### config.mk
export PLATFORM = sky130hd
export DESIGN_NAME = pccs_command_status
export DESIGN_NICKNAME = d
export VERILOG_FILES = /design/src/core/pccs_pkg.sv /design/src/core/pccs_command_status.sv
export SDC_FILE = /design/constraint.sdc
export NUM_CORES = 1
export LEC_CHECK = 0
export BUFFER_PORTS_ARGS = -buffer_cell sky130_fd_sc_hd__buf_2
export CAP_MARGIN = 20
export CORE_ASPECT_RATIO = 1.1
export CORE_MARGIN = 8
export CORE_UTILIZATION = 40
export CTS_CLUSTER_DIAMETER = 80
export DETAILED_ROUTE_END_ITERATION = 6
export GPL_TIMING_DRIVEN = 0
export PLACE_DENSITY = 0.72
export SYNTH_ARGS = -nofsm -noshare
export SYNTH_HDL_FRONTEND = slang
export SYNTH_SLANG_ARGS = --single-unit
export TNS_END_PERCENT = 1
### constraint.sdc
create_clock -name core_clk -period 3.2 [get_ports core_clk]
set_input_delay 0.16 -clock core_clk [delete_from_list [all_inputs] [get_ports core_clk]]
set_output_delay 0.16 -clock core_clk [all_outputs]
set_load 0.01 [all_outputs]
### src/core/pccs_pkg.sv
// Constants and types for the bus command and status register bank
`default_nettype none
package pccs_pkg;
   // Config-space byte offsets of the words holding this bank
   localparam logic [7:0] CFG_CMD_STAT_OFS = 8'h04;
   localparam logic [7:0] CFG_LAT_OFS = 8'h0C;
   // Command field positions
   localparam int CMD_IO_BIT = 0;
   localparam int CMD_MEM_BIT = 1;
   localparam int CMD_MASTER_BIT = 2;
   localparam int CMD_SPECIAL_BIT = 3;
   localparam int CMD_PARITY_BIT = 6;
   localparam int CMD_SERR_BIT = 8;
   // Status field positions
   localparam int ST_PAR_REP_BIT = 8;
   localparam int ST_SIG_TA_BIT = 11;
   localparam int ST_RCV_TA_BIT = 12;
   localparam int ST_MA_BIT = 13;
   localparam int ST_SERR_BIT = 14;
   localparam int ST_PAR_DET_BIT = 15;
   // Writable command bits and sticky status bits
   localparam logic [15:0] CMD_WR_MASK = 16'h014E;
   localparam logic [15:0] ST_EVT_MASK = 16'hF900;
   // Constant status content: medium decode timing in bits 10:9
   localparam logic [15:0] ST_RO_VALUE = 16'h0200;
   // Values after reset and hardwired bytes
   localparam logic [15:0] CMD_RESET = 16'h0000;
   localparam logic [15:0] ST_RESET = 16'h0000;
   localparam logic [7:0] LAT_RESET = 8'h00;
   localparam logic [7:0] CACHE_LINE_VALUE = 8'h00;
   localparam logic [7:0] HEADER_TYPE_VALUE = 8'h00;
   localparam logic [7:0] SELF_TEST_VALUE = 8'h00;
   localparam logic [7:0] LAT_COUNT_START = 8'h00;

   typedef struct packed {
      logic rd;
      logic wr;
      logic [7:0] addr;
      logic [3:0] be;
      logic [31:0] data;
   } pccs_cfg_req_t;

   typedef struct packed {
      logic isMaster;
      logic targetAbortSent;
      logic targetAbortRecv;
      logic masterAbortSent;
      logic parityDetected;
      logic sysErrCond;
   } pccs_evt_t;

   typedef enum logic [1:0] {
      BURST_IDLE = 2'b00,
      BURST_GRANTED = 2'b01,
      BURST_RELEASED = 2'b11
   } pccs_burst_t;

   typedef enum logic {
      DEV_RUN = 1'b0,
      DEV_HALTED = 1'b1
   } pccs_health_t;

   typedef struct packed {
      logic [15:0] cmd;
      logic [15:0] stat;
      logic [7:0] latency;
      logic [7:0] latCount;
      pccs_burst_t burst;
      pccs_health_t health;
      logic sysErrFlag;
      logic [31:0] rdData;
      logic rdValid;
      logic rdCmd;
      logic rdLat;
      logic memClaim;
      logic busRequest;
      logic specialSeen;
      logic perrOe;
      logic serrOe;
      logic burstEnd;
   } pccs_state_t;

   localparam pccs_state_t STATE_RESET = '{
      cmd: CMD_RESET, stat: ST_RESET, latency: LAT_RESET,
      latCount: LAT_COUNT_START, burst: BURST_IDLE, health: DEV_RUN,
      rdData: 32'h0000_0000, default: 1'b0};
endpackage
`default_nettype wire

### src/core/pccs_command_status.sv
// Bus command and status register bank with the gates it drives
// Overview of operation
// - I/O space enable reads zero, never claimed
// - Memory enable clear blocks memory claims
// - Master enable clear blocks bus requests
// - Special cycles seen only when enabled
// - Invalidate and back-to-back enables read zero
// - Palette snoop and stepping bits read zero
// - Parity response enable gates parity pin
// - System error enable gates system error pin
// - Back-to-back capable status reads zero
// - Parity reported needs pin, mastership, enable
// - Decode timing status reads medium, 01
// - Signalled target abort sets its flag
// - Received target abort sets its flag
// - Own master abort sets its flag
// - Driving system error sets its flag
// - Any detected parity error sets flag
// - Cache line size reads zero, ignores writes
// - Latency limit used only after grant loss
// - Latency limit cleared by hardware reset only
// - Self test register reads zero
// - System error pin drive halts device
`default_nettype none
module pccs_command_status (
   // Clock and resets
   input wire logic core_clk,
   input wire logic rst,
   input wire logic swReset,
   // Configuration access
   input wire pccs_pkg::pccs_cfg_req_t cfgReq,
   output logic [31:0] cfgRdData,
   output logic cfgRdValid,
   // Events from target and master units
   input wire pccs_pkg::pccs_evt_t evt,
   // Requests to be gated
   input wire logic memDecodeHit,
   input wire logic masterWant,
   input wire logic specialCycleCmd,
   // Bus pins active low; output enables active high
   input wire logic busGrantPinN,
   input wire logic framePinN,
   input wire logic parityErrorPinInN,
   output logic parityErrorPinOutN,
   output logic parityErrorPinOe,
   output logic systemErrorPinOutN,
   output logic systemErrorPinOe,
   // Gated results
   output logic memClaim,
   output logic busRequest,
   output logic specialCycleSeen,
   output logic burstEnd,
   output logic deviceHalted
);
   import pccs_pkg::*;

   pccs_state_t s_reg;
   pccs_state_t s_next;
   logic [15:0] clrMask;
   logic [15:0] setMask;
   logic [15:0] cmdWrMask;

   // Expands two byte enables into a 16-bit lane mask
   function automatic logic [15:0] laneMask(input logic [1:0] be);
      laneMask = {{8{be[1]}}, {8{be[0]}}};
   endfunction

   // Increments without wrapping so long bursts still expire
   function automatic logic [7:0] satInc(input logic [7:0] v);
      satInc = (v == 8'hFF) ? v : v + 8'h01;
   endfunction

   always_comb begin
      s_next = s_reg;
      s_next.rdValid = 1'b0;
      s_next.burstEnd = 1'b0;
      s_next.perrOe = 1'b0;
      s_next.serrOe = 1'b0;
      clrMask = 16'h0000;
      setMask = 16'h0000;
      cmdWrMask = 16'h0000;

      // Command and status writes
      if (cfgReq.wr && cfgReq.addr == CFG_CMD_STAT_OFS) begin
         cmdWrMask = laneMask(cfgReq.be[1:0]) & CMD_WR_MASK;
         s_next.cmd = (s_reg.cmd & ~cmdWrMask) |
            (cfgReq.data[15:0] & cmdWrMask);
         clrMask = laneMask(cfgReq.be[3:2]) & cfgReq.data[31:16] &
            ST_EVT_MASK;
      end
      // Only the latency byte of that word holds state
      if (cfgReq.wr && cfgReq.addr == CFG_LAT_OFS && cfgReq.be[1]) begin
         s_next.latency = cfgReq.data[15:8];
      end

      // Parity handling
      s_next.perrOe = evt.parityDetected &&
         s_reg.cmd[CMD_PARITY_BIT];
      setMask[ST_PAR_DET_BIT] = evt.parityDetected;
      setMask[ST_PAR_REP_BIT] = (s_reg.perrOe || !parityErrorPinInN) &&
         evt.isMaster && s_reg.cmd[CMD_PARITY_BIT];
      setMask[ST_SIG_TA_BIT] = evt.targetAbortSent;
      setMask[ST_RCV_TA_BIT] = evt.targetAbortRecv;
      setMask[ST_MA_BIT] = evt.masterAbortSent;

      // System error: one pulse on the pin, halted from that same cycle
      s_next.sysErrFlag = s_reg.sysErrFlag | evt.sysErrCond;
      if (s_reg.health == DEV_RUN && s_reg.sysErrFlag &&
         s_reg.cmd[CMD_SERR_BIT]) begin
         s_next.serrOe = 1'b1;
         s_next.health = DEV_HALTED;
         setMask[ST_SERR_BIT] = 1'b1;
      end

      // Set wins over a clear arriving in the same cycle
      s_next.stat = ((s_reg.stat & ~clrMask) | setMask) & ST_EVT_MASK;

      // Gates; a halted device neither claims nor masters
      s_next.memClaim = memDecodeHit && s_reg.cmd[CMD_MEM_BIT] &&
         s_reg.health == DEV_RUN;
      s_next.busRequest = masterWant && s_reg.cmd[CMD_MASTER_BIT] &&
         s_reg.health == DEV_RUN;
      s_next.specialSeen = specialCycleCmd &&
         s_reg.cmd[CMD_SPECIAL_BIT];

      // Latency limit counted from the frame start
      unique case (s_reg.burst)
         BURST_IDLE: begin
            if (evt.isMaster && !framePinN) begin
               s_next.latCount = LAT_COUNT_START;
               s_next.burst = busGrantPinN ? BURST_RELEASED :
                  BURST_GRANTED;
            end
         end
         BURST_GRANTED: begin
            // Limit is ignored while the grant stays on
            s_next.latCount = satInc(s_reg.latCount);
            if (framePinN) begin
               s_next.burst = BURST_IDLE;
            end else if (busGrantPinN) begin
               s_next.burst = BURST_RELEASED;
            end
         end
         BURST_RELEASED: begin
            s_next.latCount = satInc(s_reg.latCount);
            if (framePinN) begin
               s_next.burst = BURST_IDLE;
            end else if (s_reg.latCount >= s_reg.latency) begin
               s_next.burstEnd = 1'b1;
               s_next.burst = BURST_IDLE;
            end
         end
         default: begin
            s_next.burst = BURST_IDLE;
         end
      endcase

      // Reads see the values before any write of the same cycle
      if (cfgReq.rd) begin
         s_next.rdValid = 1'b1;
         s_next.rdCmd = cfgReq.addr == CFG_CMD_STAT_OFS;
         s_next.rdLat = cfgReq.addr == CFG_LAT_OFS;
         unique case (cfgReq.addr)
            CFG_CMD_STAT_OFS: begin
               s_next.rdData = {s_reg.stat | ST_RO_VALUE,
                  s_reg.cmd};
            end
            CFG_LAT_OFS: begin
               s_next.rdData = {SELF_TEST_VALUE, HEADER_TYPE_VALUE,
                  s_reg.latency, CACHE_LINE_VALUE};
            end
            default: begin
               s_next.rdData = 32'h0000_0000;
            end
         endcase
      end

      // Software reset keeps the latency limit
      if (swReset) begin
         s_next = STATE_RESET;
         s_next.latency = s_reg.latency;
      end
   end

   always_ff @(posedge core_clk or posedge rst) begin
      if (rst) begin
         s_reg <= STATE_RESET;
      end else begin
         s_reg <= s_next;
      end
   end

   assign cfgRdData = s_reg.rdData;
   assign cfgRdValid = s_reg.rdValid;
   assign memClaim = s_reg.memClaim;
   assign busRequest = s_reg.busRequest;
   assign specialCycleSeen = s_reg.specialSeen;
   assign burstEnd = s_reg.burstEnd;
   assign deviceHalted = s_reg.health == DEV_HALTED;
   assign parityErrorPinOe = s_reg.perrOe;
   assign systemErrorPinOe = s_reg.serrOe;
   // Open-drain style pins only ever pull low
   assign parityErrorPinOutN = 1'b0;
   assign systemErrorPinOutN = 1'b0;
endmodule
`default_nettype wire

---- Word level (Yosys, flattened, before mapping) ----
Cells that the tools add are included.
operators by class
  $lt $le $gt $ge ......................... 1
  equal/unequal tests ..................... 9
  bitwise operators ....................... 11
  multiplexer cells ....................... 20
  reduce and logical (&&, ||, !) cells .... 26
  add/subtract/negate cells ............... 1
operators by type and width
  cell                   number
  $mux W93               1
  $pmux W32 S2           1
  $and A16 B16 Y16       3
  $mux W35               1
  $mux W16               2
  $or A16 B16 Y16        2
  $and A16 B9 Y16        1
  $mux W8                2
  $not A16 Y16           1
  $not A9 Y16            1
  $pmux W8 S2            1
  $logic_and A1 B1 Y1    14
  $mux W10               1
  $mux W2                5
  $add A8 B1 Y8 const B  1
  $eq A8 B3 Y1 const B   1
  $eq A8 B4 Y1 const B   1
  $eq A8 B8 Y1 const B   1
  $ge A8 B8 Y1           1
  $ne A4 B4 Y1 const B   2
  $ne A3 B3 Y1 const B   2
  $pmux W2 S3            1
  $reduce_and A3 Y1      2
  $reduce_bool A2 Y1     3
  11 further kinds       17
word-level totals
  flip-flop bits (word level) ............. 91
  logic and storage cells ................. 83
  output and inout bits ................... 42
  input bits .............................. 61

---- Logic depth before layout (Yosys ltp) ----
  depth after elaboration ................. 7
  depth in mapped cells ................... 6

---- Least setup slack after synthesis ----
OpenSTA, ideal clock, no wires.
  path kind ............................... register to register
  start point ............................. register s_reg[48] (netlist bit)
  end point ............................... register s_reg[43] (netlist bit)
  stages on the path, launching flop included .. 6
  clock period less this slack ............ 1555 ps
  path buffers ............................ 0
  setup time .............................. 120 ps
  data arrival time ....................... 1435 ps
  slack ................................... 1645 ps
  cell sequence ........................... dfrtp_1 ha_1 o21a_1 o21ai_0 a221o_1 a41o_1
on the way
  word-level cells in the longest chain between the ends .. 3
RTL lines
  what                                RTL line                    source
  start, declared                     pccs_command_status.sv:57   pccs_state_t s_reg;
  start signal, assigned              pccs_command_status.sv:189  s_reg <= s_next;
  $ge A8 B8 Y1                        pccs_command_status.sv:148  end else if (s_reg.latCount >= s_reg.latency) begin
  $ne A4 B4 Y1 (no source line)       --
  $reduce_and A3 Y1 (no source line)  --
Every way passes these cells.
A chain may end at the register's enable or synchronous reset.

---- Worst setup path after layout ----
Ends and elaborated chain as after synthesis.

==> results.ini <==
[synth]
async_flop_share_pct=100.0
ys_ff_latch=58
ys_seq_area_share_pct=49.55
synth_warnings=0
synth_edf_count=0
syn_avg_cell_area_sq_um=10.73
synth_cells=273
synth_cell_types=50
yosys_most_used_dff=dfrtp_1
syn_area_sq_um=2929

[floorplanning]
die_h_um=105.8
core_area_sq_um=7047
die_width_um=97.59
initial_core_util_pct=41.57
row_count=32
die_area_sq_um=10320
io_pins=103

[pwr]
switching_share_pct=22.61
irDropWorstVdd_mv=0.2656
switching_power_mw=0.3656
power_density_nw_per_um2=431.8
p_int_mw=1.251
p_leak_nw=2.035
pwr-share-seq_pct=46.3
combPwrFrac_pct=7.5
clock_power_share_pct=46.1

[finish]
layout.nets=446
drive_gt1_share_pct=38.58
largest_reg_flops=30
area_growth_syn_to_layout_pct=27.85
post-route-util_pct=53.14
num-fill-cells=663
stdcell_count=467

[timing]
finalCriticalPeriod_ns=1.715
worst_slack_ns=1.485
tightest_slew_ns=0.5076
slew_viol_final=0
hold_viol=0
fin_tns_setup_ns=0
post-route-period-util_pct=53.59
setup_viol=0
relSlewSlack_pct=65.91
rsz0062_at_grt=no
fin_skew_ns=0.006022
fmax_mhz=583.1

[place]
dp.final_hpwl_um=5717
numPortBuffers=76
placedCellCount=445
pre_cts_slack_ns=1.490
gp_congestion=0.8564

[critical_path]
arrival_ns=1.94
cp-start-kind=register
cp.required_ns=3.43
cp-end-kind=register
crit_fanout=7
critPathKind=register to register

[routing]
wl_um=7401
routed_via_density=5.058
firstDrtPassIters=4
vias=2362
drc=0
avgRoutedWirePerCell_um=15.85
ant_nets=0
drt_iter0_markers=118

[cts]
tritoncts=done
clk_latency_ns=0.34
postCtsHoldBufs=5
post-cts-setup-buffer-count=0
clk_pin_slew_ns=0.06
cts-root-buf=clkbuf_8
cts.path.max_buffers=2
cts_sinks=58
cts_buffers=9
h-tree-depth=3
cts_resized=0

[global_route]
first_global_vias=2486
grtUsageTotal_pct=14.31
grt_pass1_wl_um=11850
grt_overflow_total=0
antenna_found_initial=2
grt_max_degree=40

[run_status]
outcome=completed

[hold_path]
hp-class=primary input to register

[run]
maxCapViolCount=0

path summary, 6_finish.rpt:
check	from	end	slack, ns	cells after the start
max	s_reg[48]$_DFFE_PP0P_	s_reg[43]$_DFFE_PP0P_	1.49	5
min	cfgReq[10]	s_reg[55]$_DFFE_PP0P_	0.05	2
max reg2reg	s_reg[48]$_DFFE_PP0P_	s_reg[43]$_DFFE_PP0P_	1.49	5
min reg2reg	cfgRdData[25]$_DFFE_PP0P_	cfgRdData[25]$_DFFE_PP0P_	0.49	1
max in group asynchronous	rst	s_reg[69]$_DFF_PP0_	2.27	4
min in group asynchronous	rst	cfgRdData[12]$_DFFE_PP0P_	0.38	3
power by group through the flow:
stage | Clock (mW) | Sequential [mW] | Combinational [mW]
after global routing | 0.794 | 0.749 | 0.136
after global placement | 0 | 0.762 | 0.111
final | 0.746 | 0.749 | 0.122
after detailed placement | 0 | 0.762 | 0.118
after floorplan | 0 | 0.761 | 0.0651
after CTS | 0.762 | 0.749 | 0.123
critical path: stages, from the launching register on:
cell and delay (ns):
dfrtp_1 0.45, ha_1 0.31, o21a_1 0.12, o21ai_0 0.08
a221o_1 0.40, a41o_1 0.24
kinds of logic after synthesis:
| group | Yosys count | synth area share (%) |
|---|---|---|
| other cells | 1 | 0.1280 |
| simple gates | 67 | 13.93 |
| buf+inv | 64 | 12.86 |
| fa+ha+maj | 9 | 3.845 |
| compound gates | 64 | 15.93 |
| flops | 58 | 49.55 |
| mux | 10 | 3.759 |
through the flow:
| step | power, mW | hold slack [ns] | instance area (sq um) |
|---|---|---|---|
| CTS | 1.634 | 0.03224 | 3742 |
| global placement | 0.8726 | 0.3477 | 3453 |
| detailed placement | 0.8800 | 0.1859 | 3473 |
| finish | 1.617 | 0.04902 | 3745 |
| floorplan | 0.8257 | 0.2638 | 2967 |
| global route | 1.680 | 0.04215 | 3745 |
cells in the final DEF (no fill, tap or decap), drive strengths merged, types with 4 or more instances in the layout:
master	count
buf	114
dfrtp	58
inv	22
a22o	17
clkbuf	16
a21oi	15
nor2	14
nand2	11
conb	11
o21ai	9
ha	9
and3	8
mux2	8
nand4	8
dlygate4sd3	5
nor4	5
nand3	4
a311oi	4
synthesized netlist by cell type (2+ instances only):
| master | number | area, sq um |
|---|---|---|
| mux2i_1 | 2 | 20.02 |
| a311oi_1 | 4 | 35.03 |
| nor2_1 | 14 | 52.55 |
| o21ai_0 | 9 | 45.04 |
| a31o_2 | 2 | 17.52 |
| a21o_1 | 2 | 15.01 |
| ha_1 | 9 | 112.6 |
| nor3b_1 | 2 | 15.01 |
| nand2b_1 | 2 | 12.51 |
| nor4_1 | 3 | 18.77 |
| and3_1 | 8 | 50.05 |
| nor3_1 | 2 | 10.01 |
| nand3_1 | 4 | 20.02 |
| dfrtp_1 | 58 | 1451 |
| nand4_1 | 7 | 43.79 |
| and2_1 | 3 | 18.77 |
| a41oi_1 | 2 | 17.52 |
| buf_4 | 34 | 255.2 |
| nand2_1 | 11 | 41.29 |
| clkbuf_1 | 5 | 18.77 |
| mux2_2 | 8 | 90.09 |
| inv_1 | 22 | 82.58 |
| a22o_1 | 17 | 148.9 |
| a21oi_1 | 15 | 75.07 |
| a31oi_1 | 2 | 12.51 |
| nor4_4 | 2 | 42.54 |
layout make-up:
class                      instances  area, sq um  share of cell area, %
multi-input combinational        161         1139                  30.40
inverter                          22        82.58                  2.205
antenna                            1        2.502                0.06682
tap                               85        106.4                  2.840
timing repair buffer              82        450.4                  12.03
clock buffer                      11        141.4                  3.775
buffer                            42        294.0                  7.852
sequential                        58         1451                  38.76
clock inverter                     5        77.57                  2.072
metal layers:
metal	GRT usage (%)	wire length, um
met5	0	8
met4	8.017	230
met3	5.552	427
met2	23.70	3718
met1	15.36	3017
Note: power is estimated with default switching activity, not from simulation.
